[src/obp_pkg.sv]
// Purpose: shared constants and types for the output-driver / sleep-mask register group
// Assumes: 8-bit configuration port, one clock, synchronous reset
// Notes:   register offsets are consecutive bytes starting at the low disable byte
`default_nettype none
package obp_pkg;
  // register offsets on the configuration port
  localparam logic [7:0] OBP_ADDR_DIS_LOW  = 8'h0A;  // disable vector bits 7..0
  localparam logic [7:0] OBP_ADDR_DIS_MID  = 8'h0B;  // disable vector bits 15..8
  localparam logic [7:0] OBP_ADDR_DIS_HIGH = 8'h0C;  // disable vector bits 23..16
  localparam logic [7:0] OBP_ADDR_MASK     = 8'h0D;  // sleep keep mask
  localparam logic [7:0] OBP_ADDR_CTRL     = 8'h0E;  // sync / reference / clock control
  localparam int         OBP_NUM_REGS      = 5;
  localparam logic [7:0] OBP_REG_ADDR [0:OBP_NUM_REGS-1] = '{OBP_ADDR_DIS_LOW, OBP_ADDR_DIS_MID,
                                                              OBP_ADDR_DIS_HIGH, OBP_ADDR_MASK, OBP_ADDR_CTRL};
  localparam int         OBP_IDX_MASK      = 3;      // index of the mask in the register array
  localparam int         OBP_IDX_CTRL      = 4;      // index of the control byte
  localparam logic [7:0] OBP_RESET_VALUE   = 8'h00;  // every register clears to zero
  localparam logic [7:0] OBP_UNMAPPED_READ = 8'h00;  // answer for an unmapped read
  // sleep keep mask fields
  localparam int OBP_KEEP_CLOCK_BUFFER_BIT = 3;
  localparam int OBP_KEEP_REF_AMP_BIT      = 2;
  localparam int OBP_BANDGAP_OFF_BIT       = 1;
  // control byte fields
  localparam int OBP_SYNC_PIN_FN_BIT       = 7;
  localparam int OBP_SPI_SYNC_BIT          = 6;
  localparam int OBP_SPI_SYNC_EN_BIT       = 5;
  localparam int OBP_REF_BY_REG_BIT        = 3;
  localparam int OBP_REF_SEL_MSB           = 2;
  localparam int OBP_REF_SEL_LSB           = 1;
  localparam int OBP_SINGLE_ENDED_BIT      = 0;
  // disable vector position of each data pin driver, data0 first
  localparam int OBP_NUM_DATA_PINS = 16;
  localparam int OBP_DATA_MAP [0:OBP_NUM_DATA_PINS-1] = '{0, 1, 2, 3, 4, 20, 21, 7, 8, 22, 23, 17, 16, 15, 14, 13};
  localparam int OBP_FRAME_CLOCK_POS = 12;   // frame clock driver
  // reference choice when the register owns the reference
  typedef enum logic [1:0] {
    OBP_REF_INTERNAL,
    OBP_REF_EXT_BUFFERED,
    OBP_REF_EXT_DIRECT,
    OBP_REF_UNUSED
  } obp_ref_e;
  // one configuration port request
  typedef struct packed {
    logic       wr;
    logic       rd;
    logic [7:0] addr;
    logic [7:0] wdata;
  } obp_cfg_req_s;
  // analog blocks switched off while asleep
  typedef struct packed {
    logic clock_buffer_off;
    logic ref_amp_off;
    logic bandgap_off;
  } obp_sleep_s;
endpackage
`default_nettype wire

[src/obp_cfg_byte.sv]
// Purpose: one 8-bit read/write configuration byte
// Assumes: write strobe already decoded for this byte
// Notes:   holds every bit as written, reserved bits included
`default_nettype none
module obp_cfg_byte (
  input  wire logic       clk_sys_in,
  input  wire logic       reset_in,
  input  wire logic       ce_in,
  input  wire logic       wr_in,
  input  wire logic [7:0] wdata_in,
  output var  logic [7:0] q_out
);
  import obp_pkg::*;
  logic [7:0] q_reg;  // stored byte
  // store on a decoded write, frozen while the clock enable is low
  always_ff @(posedge clk_sys_in) begin
    if (reset_in) begin
      q_reg <= OBP_RESET_VALUE;
    end else if (ce_in && wr_in) begin
      q_reg <= wdata_in;
    end
  end
  assign q_out = q_reg;
endmodule
`default_nettype wire

[src/obp_regs.sv]
// Purpose: output driver disable bytes, sleep keep mask and sync/reference control byte
// Assumes: the serial configuration port is decoded upstream into address, data and strobes
// Notes:   outputs follow register contents one cycle after the register has taken a write
`default_nettype none
// What this block does
// RQ1: 24 disable bits over three bytes
// RQ2: zero keeps driver on, one powers down
// RQ3: host disables every unused output pin
// RQ4: host disables data3 driver in serial modes
// RQ5: serial clock buffer enabled by other bits
// RQ6: data clock driver off only by separate bit
// RQ7: fixed disable bit to pin mapping
// RQ8: host writes documented per-mode byte values
// RQ9: mask bit 3 keeps clock buffer alive
// RQ10: mask bit 2 keeps reference amplifier alive
// RQ11: mask bit 1 turns bandgap off asleep
// RQ12: sleep command, mask picks blocks switched off
// RQ13: pin function bit: sleep or sync
// RQ14: reference field decoded only under register control
// RQ15: host writes zero to reserved bits
module obp_regs (
  input  wire logic                  clk_sys_in,
  input  wire logic                  reset_in,
  input  wire logic                  ce_in,
  input  wire obp_pkg::obp_cfg_req_s cfg_req_in,                  // configuration port request
  input  wire logic                  whole_chip_sleep_in,         // sleep command bit
  input  wire logic                  sync_sleep_pin_in,           // shared sync / sleep pin
  input  wire logic                  serial_clock_enable_a_in,    // serial clock buffer enable, first bit
  input  wire logic                  serial_clock_enable_b_in,    // serial clock buffer enable, second bit
  input  wire logic                  data_clock_off_in,           // data clock driver power-down bit
  output var  logic [7:0]            cfg_rdata_out,               // read data
  output var  logic                  cfg_rvalid_out,              // read data valid pulse
  output var  logic [15:0]           data_driver_off_out,         // per data pin driver off
  output var  logic                  frame_clock_driver_off_out,  // frame clock driver off
  output var  logic                  data_clock_driver_off_out,   // data clock driver off
  output var  logic                  serial_bit_clock_in_on_out,  // serial clock input buffer on
  output var  logic                  sleep_active_out,            // whole chip asleep
  output var  obp_pkg::obp_sleep_s   sleep_off_out,               // analog blocks switched off
  output var  logic                  sync_command_out,            // sync pulse or pin level
  output var  logic                  reference_pin_control_out,   // reference chosen by the pin
  output var  obp_pkg::obp_ref_e     reference_choice_out,        // reference chosen by register
  output var  logic                  reference_choice_valid_out,  // register choice in force
  output var  logic                  single_ended_clock_out       // single ended clock selected
);
  import obp_pkg::*;

  logic [7:0]  reg_q    [0:OBP_NUM_REGS-1];  // stored bytes
  logic [OBP_NUM_REGS-1:0] addr_hit;          // address decode per byte
  logic [23:0] disable_vec;                   // output driver disable vector
  logic [7:0]  keep_mask;                     // sleep keep mask
  logic [7:0]  ctrl;                          // control byte
  logic [7:0]  rd_mux;                        // selected read byte
  logic        sleep_now;                     // combined sleep request
  logic        pin_sync;                      // pin used as sync
  logic        spi_sync_edge;                 // register sync toggled while enabled
  logic        spi_sync_prev_reg;             // last seen register sync bit
  logic [15:0] data_off_next;                 // mapped data pin disables
  obp_sleep_s  sleep_off_next;                // blocks to switch off
  obp_ref_e    ref_field;                     // raw reference field

  // one byte register per address; reserved bits stored as written
  for (genvar i = 0; i < OBP_NUM_REGS; i++) begin : g_byte
    assign addr_hit[i] = (cfg_req_in.addr == OBP_REG_ADDR[i]);
    obp_cfg_byte i_obp_cfg_byte (
      .clk_sys_in (clk_sys_in),
      .reset_in   (reset_in),
      .ce_in      (ce_in),
      .wr_in      (cfg_req_in.wr && addr_hit[i]),
      .wdata_in   (cfg_req_in.wdata),
      .q_out      (reg_q[i])
    );
  end

  // the three disable bytes form one vector, low byte first
  assign disable_vec = {reg_q[2], reg_q[1], reg_q[0]};  // RQ1
  assign keep_mask   = reg_q[OBP_IDX_MASK];
  assign ctrl        = reg_q[OBP_IDX_CTRL];

  // read select; an unmapped address answers zero
  always_comb begin
    rd_mux = OBP_UNMAPPED_READ;
    for (int k = 0; k < OBP_NUM_REGS; k++) begin
      if (addr_hit[k]) begin
        rd_mux = reg_q[k];
      end
    end
  end

  // each data pin driver picks its own disable bit; a one powers the driver down
  for (genvar p = 0; p < OBP_NUM_DATA_PINS; p++) begin : g_pin
    assign data_off_next[p] = disable_vec[OBP_DATA_MAP[p]];  // RQ7 RQ2
  end

  // pin function: low selects sleep on a high pin, high selects sync
  assign pin_sync  = sync_sleep_pin_in && ctrl[OBP_SYNC_PIN_FN_BIT];                // RQ13
  assign sleep_now = whole_chip_sleep_in ||
                     (sync_sleep_pin_in && !ctrl[OBP_SYNC_PIN_FN_BIT]);             // RQ12 RQ13
  // register sync acts on any change of its bit while the enable bit is set, since it never self-clears
  assign spi_sync_edge = ctrl[OBP_SPI_SYNC_EN_BIT] && (ctrl[OBP_SPI_SYNC_BIT] != spi_sync_prev_reg);

  // mask picks what sleeps; note the bandgap bit has the opposite sense
  assign sleep_off_next.clock_buffer_off = sleep_now && !keep_mask[OBP_KEEP_CLOCK_BUFFER_BIT];  // RQ9
  assign sleep_off_next.ref_amp_off      = sleep_now && !keep_mask[OBP_KEEP_REF_AMP_BIT];       // RQ10
  assign sleep_off_next.bandgap_off      = sleep_now && keep_mask[OBP_BANDGAP_OFF_BIT];         // RQ11

  assign ref_field = obp_ref_e'(ctrl[OBP_REF_SEL_MSB:OBP_REF_SEL_LSB]);

  // configuration port read answer, one cycle after the request
  always_ff @(posedge clk_sys_in) begin
    if (reset_in) begin
      cfg_rdata_out  <= OBP_RESET_VALUE;
      cfg_rvalid_out <= 1'b0;
    end else if (ce_in) begin
      cfg_rdata_out  <= cfg_req_in.rd ? rd_mux : OBP_UNMAPPED_READ;
      cfg_rvalid_out <= cfg_req_in.rd;
    end
  end

  // driver power-down outputs; the data clock and serial clock buffer are not in the vector
  always_ff @(posedge clk_sys_in) begin
    if (reset_in) begin
      data_driver_off_out        <= '0;
      frame_clock_driver_off_out <= 1'b0;
      data_clock_driver_off_out  <= 1'b0;
      serial_bit_clock_in_on_out <= 1'b0;
    end else if (ce_in) begin
      data_driver_off_out        <= data_off_next;                                      // RQ2
      frame_clock_driver_off_out <= disable_vec[OBP_FRAME_CLOCK_POS];                   // RQ7
      data_clock_driver_off_out  <= data_clock_off_in;                                  // RQ6
      serial_bit_clock_in_on_out <= serial_clock_enable_a_in || serial_clock_enable_b_in; // RQ5
    end
  end

  // sleep and sync outputs
  always_ff @(posedge clk_sys_in) begin
    if (reset_in) begin
      sleep_active_out  <= 1'b0;
      sleep_off_out     <= '0;
      sync_command_out  <= 1'b0;
      spi_sync_prev_reg <= 1'b0;
    end else if (ce_in) begin
      sleep_active_out  <= sleep_now;        // RQ12
      sleep_off_out     <= sleep_off_next;   // RQ12
      sync_command_out  <= pin_sync || spi_sync_edge;
      spi_sync_prev_reg <= ctrl[OBP_SPI_SYNC_BIT];
    end
  end

  // reference and clock-input selection; the field means nothing without register control
  always_ff @(posedge clk_sys_in) begin
    if (reset_in) begin
      reference_pin_control_out  <= 1'b1;
      reference_choice_out       <= OBP_REF_INTERNAL;
      reference_choice_valid_out <= 1'b0;
      single_ended_clock_out     <= 1'b0;
    end else if (ce_in) begin
      reference_pin_control_out  <= !ctrl[OBP_REF_BY_REG_BIT];
      reference_choice_out       <= ref_field;
      reference_choice_valid_out <= ctrl[OBP_REF_BY_REG_BIT] && (ref_field != OBP_REF_UNUSED);  // RQ14
      single_ended_clock_out     <= ctrl[OBP_REF_BY_REG_BIT] && ctrl[OBP_SINGLE_ENDED_BIT];
    end
  end
endmodule
`default_nettype wire

[config.mk]
export PLATFORM = sky130hd
export DESIGN_NAME = obp_regs
export DESIGN_NICKNAME = d
export VERILOG_FILES = /design/src/obp_pkg.sv /design/src/obp_cfg_byte.sv /design/src/obp_regs.sv
export SDC_FILE = /design/constraint.sdc
export NUM_CORES = 1
export LEC_CHECK = 0
export BUFFER_PORTS_ARGS = -buffer_cell sky130_fd_sc_hd__buf_2
export CAP_MARGIN = 15
export CELL_PAD_IN_SITES_DETAIL_PLACEMENT = 1
export CELL_PAD_IN_SITES_GLOBAL_PLACEMENT = 2
export CORE_ASPECT_RATIO = 1.5
export CORE_MARGIN = 5
export CORE_UTILIZATION = 33
export DETAILED_ROUTE_END_ITERATION = 8
export PLACE_DENSITY = 0.9
export SLEW_MARGIN = 15
export SYNTH_ARGS = -nofsm -noshare
export SYNTH_HDL_FRONTEND = slang
export SYNTH_SLANG_ARGS = --single-unit
[constraint.sdc]
create_clock -name clk_sys_in -period 2 [get_ports clk_sys_in]
set_input_delay 0.1 -clock clk_sys_in [delete_from_list [all_inputs] [get_ports clk_sys_in]]
set_output_delay 0.1 -clock clk_sys_in [all_outputs]
set_load 0.03 [all_outputs]
==> run_summary.xml <==
<?xml version="1.0" encoding="UTF-8"?>
<metrics>
  <group name="clocking">
    <metric name="clk_path_buf_depth" unit="">2</metric>
    <metric name="ctsHoldBuffers" unit="">0</metric>
    <metric name="later_pin_clock_latency_in_the_skew_report" unit="ns">0.33</metric>
    <metric name="tritoncts" unit="">done</metric>
    <metric name="cts_resized" unit="">0</metric>
    <metric name="clk_transition_reported_paths" unit="ns">0.06</metric>
    <metric name="cts_root_buf" unit="">sky130_fd_sc_hd__clkbuf_16</metric>
    <metric name="clkSinkCount" unit="">79</metric>
    <metric name="number_of_levels_in_the_clock_h_tree" unit="">3</metric>
    <metric name="cts_made_buffers" unit="">9</metric>
    <metric name="post_cts_setup_repair_bufs" unit="">0</metric>
  </group>
  <group name="detailed_routing">
    <metric name="vias_per_cell" unit="">5.10</metric>
    <metric name="wire_per_inst" unit="um">16.3</metric>
    <metric name="drt-pass1-iter-count" unit="">4</metric>
    <metric name="drt_drc_violations_left" unit="">0</metric>
    <metric name="postRouteAntennaNets" unit="">0</metric>
    <metric name="initialDrtViolationCount" unit="">79</metric>
    <metric name="finalWirelength" unit="um">8320</metric>
    <metric name="route.vias.total" unit="">2601</metric>
  </group>
  <group name="critical_path">
    <metric name="required" unit="ns">2.20</metric>
    <metric name="r2r-start" unit="">g_byte[4].i_obp_cfg_byte.q_out[7]$_SDFFE_PP0P_</metric>
    <metric name="crit_path_start_kind" unit="">input pin</metric>
    <metric name="reg2reg_slack" unit="ns">0.80</metric>
    <metric name="timing.critical_path.to" unit="">g_byte[2].i_obp_cfg_byte.q_out[2]$_SDFFE_PP0P_</metric>
    <metric name="critical_path.endpoint_type" unit="">flip-flop</metric>
    <metric name="crit_path_max_incr_delay" unit="ns">0.60</metric>
    <metric name="crit_path_start" unit="">cfg_req_in[13]</metric>
    <metric name="timing.rr.end" unit="">sleep_off_out[2]$_SDFFE_PP0P_</metric>
    <metric name="worst_r2r_path_depth" unit="">4</metric>
    <metric name="crit_chain" unit="">buf_2, or4_4, or4_1, buf_4, mux2i_1, nor2_1</metric>
    <metric name="worst-setup-path-type" unit="">in -&gt; reg</metric>
    <metric name="timing.critical_path.fanout_max" unit="">8</metric>
    <metric name="worst-endpoint-arrival" unit="ns">1.74</metric>
    <metric name="cpMaxStageDelayCell" unit="">sky130_fd_sc_hd__or4_4</metric>
  </group>
  <group name="layout">
    <metric name="layout.core_utilization" unit="%">42.4</metric>
    <metric name="areaGrowthSynthToFinish" unit="%">24.5</metric>
    <metric name="filler_cell_count" unit="">1089</metric>
    <metric name="post_layout_instance_count_excluding_filler_cells" unit="">510</metric>
    <metric name="antenna-diode-count" unit="">0</metric>
    <metric name="area.sequential" unit="sq um">1580</metric>
    <metric name="fin_nets" unit="">419</metric>
    <metric name="largest_register_ffs" unit="">40</metric>
    <metric name="combined_area_of_the_multi_input_logic_cells" unit="sq um">1490</metric>
    <metric name="final_layout_size_suffix_gt1_share" unit="%">24.6</metric>
  </group>
  <group name="sta">
    <metric name="worst_clock_skew" unit="ns">0.00329</metric>
    <metric name="report.final.setup_viol" unit="">0</metric>
    <metric name="sum_of_negative_setup_slack" unit="ns">0</metric>
    <metric name="post-route-period-util" unit="%">77.1</metric>
    <metric name="finalWorstSetupSlack" unit="ns">0.457</metric>
    <metric name="worstMarginPinSlew" unit="ns">0.531</metric>
    <metric name="timing.max_slew.rel_slack" unit="%">64.6</metric>
    <metric name="finalMaxSlewViolations" unit="">0</metric>
    <metric name="rsz0062_at_grt" unit="">false</metric>
    <metric name="report.final.hold_viol_count" unit="">0</metric>
    <metric name="clock.fmax" unit="MHz">648</metric>
    <metric name="fin_crit" unit="ns">1.54</metric>
  </group>
  <group name="placed_design">
    <metric name="place.gp.congestion" unit="">0.789</metric>
    <metric name="place.port_buffers" unit="">63</metric>
    <metric name="pre_cts_slack" unit="ns">0.125</metric>
    <metric name="placed_cells_incl_taps" unit="">494</metric>
    <metric name="dp_hpwl" unit="um">6150</metric>
  </group>
  <group name="min_path">
    <metric name="hold_path.class" unit="">in -&gt; reg</metric>
  </group>
  <group name="global_routing">
    <metric name="grt_pass1_wl" unit="um">14000</metric>
    <metric name="grt_start_max_net_pins" unit="">53</metric>
    <metric name="grt_overflow_total" unit="">0</metric>
    <metric name="grt_use_total" unit="%">14.9</metric>
    <metric name="number_of_global_route_vias_before_repair" unit="">2838</metric>
    <metric name="initial_antenna_violation_count" unit="">0</metric>
  </group>
  <group name="power">
    <metric name="power_frac_clock" unit="%">46.9</metric>
    <metric name="power_per_cell_area" unit="nW/um^2">850</metric>
    <metric name="internal_power" unit="mW">2.62</metric>
    <metric name="switching_share" unit="%">21.9</metric>
    <metric name="switching_power_total" unit="mW">0.735</metric>
    <metric name="power.static_leakage" unit="nW">1.70</metric>
    <metric name="combinationalPowerShare" unit="%">5.7</metric>
    <metric name="fin_total_pwr" unit="mW">3.36</metric>
    <metric name="irDropWorstVdd" unit="uV">441</metric>
    <metric name="share_seq_of_total_power" unit="%">47.3</metric>
  </group>
  <group name="synthesis">
    <metric name="simple_gate_fraction_of_synth_area" unit="%">17.2</metric>
    <metric name="synth-seq-cells" unit="">79</metric>
    <metric name="synthesis.yosys.warnings" unit="">0</metric>
    <metric name="post_synth_instance_area" unit="sq um">3170</metric>
    <metric name="main_combinational_cell_family_by_area_after_synthesis" unit="">multiplexers</metric>
    <metric name="synth.mux.area_fraction" unit="%">19.6</metric>
    <metric name="post_synth_fa_ha_maj_area_fraction" unit="%">0</metric>
    <metric name="postSynthCellCount" unit="">325</metric>
    <metric name="yosys.cell_types.count" unit="">33</metric>
    <metric name="synth.avg_cell_area" unit="sq um">9.76</metric>
    <metric name="total_nets_after_synthesis" unit="">351</metric>
    <metric name="xor_xnor_share_of_the_synthesized_area" unit="%">0.276</metric>
    <metric name="synth_sequential_area_ratio" unit="%">49.9</metric>
    <metric name="synth_compound_gate_area_share" unit="%">10.0</metric>
  </group>
  <group name="floorplanning">
    <metric name="initial_utilization" unit="%">34.1</metric>
    <metric name="die_area" unit="sq um">11700</metric>
    <metric name="std_cell_rows" unit="">43</metric>
    <metric name="num_io_pins" unit="">64</metric>
    <metric name="die_x" unit="um">90.0</metric>
    <metric name="design.core.area" unit="sq um">9310</metric>
    <metric name="die_height" unit="um">130</metric>
  </group>
  <group name="job">
    <metric name="max_cap_viol_count" unit="">0</metric>
  </group>
  <group name="outcome">
    <metric name="outcome" unit="">finished, final reports clean</metric>
  </group>
</metrics>
[Yosys cell counts]
cell type	count	area, sq um
sky130_fd_sc_hd__nor2_1	83	312
sky130_fd_sc_hd__dfxtp_1	79	1580
sky130_fd_sc_hd__mux2i_1	62	621
sky130_fd_sc_hd__clkbuf_1	16	60.1
sky130_fd_sc_hd__a22oi_1	14	105
sky130_fd_sc_hd__nand2_1	11	41.3
sky130_fd_sc_hd__o2bb2ai_1	7	61.3
sky130_fd_sc_hd__o31ai_1	7	52.6
sky130_fd_sc_hd__a21oi_1	6	30.0
sky130_fd_sc_hd__o21ai_0	4	20.0
sky130_fd_sc_hd__nand2b_1	3	18.8
sky130_fd_sc_hd__nand3_1	3	15.0
sky130_fd_sc_hd__a2bb2oi_1	2	17.5
sky130_fd_sc_hd__buf_1	2	7.51
sky130_fd_sc_hd__buf_2	2	10.0
sky130_fd_sc_hd__inv_1	2	7.51
sky130_fd_sc_hd__nand3b_1	2	15.0
sky130_fd_sc_hd__nor3_1	2	10.0
sky130_fd_sc_hd__nor3b_1	2	15.0
sky130_fd_sc_hd__nor4_4	2	42.5
sky130_fd_sc_hd__o211ai_1	2	15.0
sky130_fd_sc_hd__a211oi_1	1	7.51
sky130_fd_sc_hd__a221oi_1	1	8.76
sky130_fd_sc_hd__and3b_1	1	8.76
sky130_fd_sc_hd__buf_6	1	11.3
sky130_fd_sc_hd__nand4b_1	1	8.76
sky130_fd_sc_hd__nor2b_1	1	6.26
sky130_fd_sc_hd__nor3_4	1	16.3
sky130_fd_sc_hd__nor4_2	1	12.5
sky130_fd_sc_hd__or3_1	1	6.26
sky130_fd_sc_hd__or4_1	1	7.51
sky130_fd_sc_hd__or4_4	1	11.3
sky130_fd_sc_hd__xor2_1	1	8.76
[cell families (layout without fill, tap and decap cells)]
kind of cell | Yosys count | count (layout)
AND/OR/NAND/NOR | 116 | 116
buffers and inverters | 23 | 96
multiplexers | 62 | 62
XOR/XNOR | 1 | 1
flip-flops | 79 | 79
AO/OA/AOI/OAI | 44 | 44
[metrics by stage]
step,hold WS [ns],area (sq um)
final,0.0157,3950
after global routing,0.0287,3950
after CTS,0.0115,3950
after detailed placement,0.363,3650
after global placement,0.338,3650
after floorplan,0.244,3170
[worst min path at each step]
stage               cells after the start         startpoint  slack [ns]                                             end
floorplan                               2      cfg_req_in[0]        0.24  g_byte[2].i_obp_cfg_byte.q_out[0]$_SDFFE_PP0P_
global placement                        3  data_clock_off_in        0.34          data_clock_driver_off_out$_SDFFE_PP0P_
detailed placement                      3  data_clock_off_in        0.36          data_clock_driver_off_out$_SDFFE_PP0P_
CTS                                     3  data_clock_off_in        0.01          data_clock_driver_off_out$_SDFFE_PP0P_
global route                            3  data_clock_off_in        0.03          data_clock_driver_off_out$_SDFFE_PP0P_
finish                                  3  data_clock_off_in        0.02          data_clock_driver_off_out$_SDFFE_PP0P_
[placed cells by master, fill, tap and decap left out, types with 4 or more instances in the layout]
cell	instances
sky130_fd_sc_hd__buf_2	63
sky130_fd_sc_hd__o21ai_0	4
sky130_fd_sc_hd__nand2_1	11
sky130_fd_sc_hd__clkbuf_8	4
sky130_fd_sc_hd__buf_4	15
sky130_fd_sc_hd__a22oi_1	14
sky130_fd_sc_hd__clkbuf_16	9
sky130_fd_sc_hd__dfxtp_1	79
sky130_fd_sc_hd__a21oi_1	6
sky130_fd_sc_hd__mux2i_1	62
sky130_fd_sc_hd__nor2_1	83
sky130_fd_sc_hd__o2bb2ai_1	7
sky130_fd_sc_hd__o31ai_1	7
[final cells by class]
type                    instances  area share, %
clock buffers                  14           7.19
clock inverters                 2          0.317
inverters                       2          0.190
multi-input cells             223           37.8
flip-flops and latches         79           40.1
well taps                     112           3.55
repair buffers                 78           10.8
[power by group through the flow]
stage | registers [mW] | logic [mW] | clock network (mW)
2_1_floorplan | 1.64 | 0.0960 | 0
3_3_place_gp | 1.62 | 0.191 | 0
3_5_place_dp | 1.62 | 0.196 | 0
4_1_cts | 1.59 | 0.197 | 1.62
5_1_grt | 1.59 | 0.213 | 1.69
6_report | 1.59 | 0.193 | 1.58
[per-layer routing]
layer,global-route usage [%],vias to the layer above,part of all wire (%)
met1,16.2,1271,42
met4,8.15,0,2.3
met5,0,-,0
met2,26.4,49,52
li1,-,1265,-
met3,3.86,16,4.1
[worst max-delay path: cells and delay by family]
kind                   cells  cell delay [ns]
multiplexers               1             0.16
buffers and inverters      2             0.30
AND/OR/NAND/NOR            3             1.19
Power figures use the tool's default switching activity.
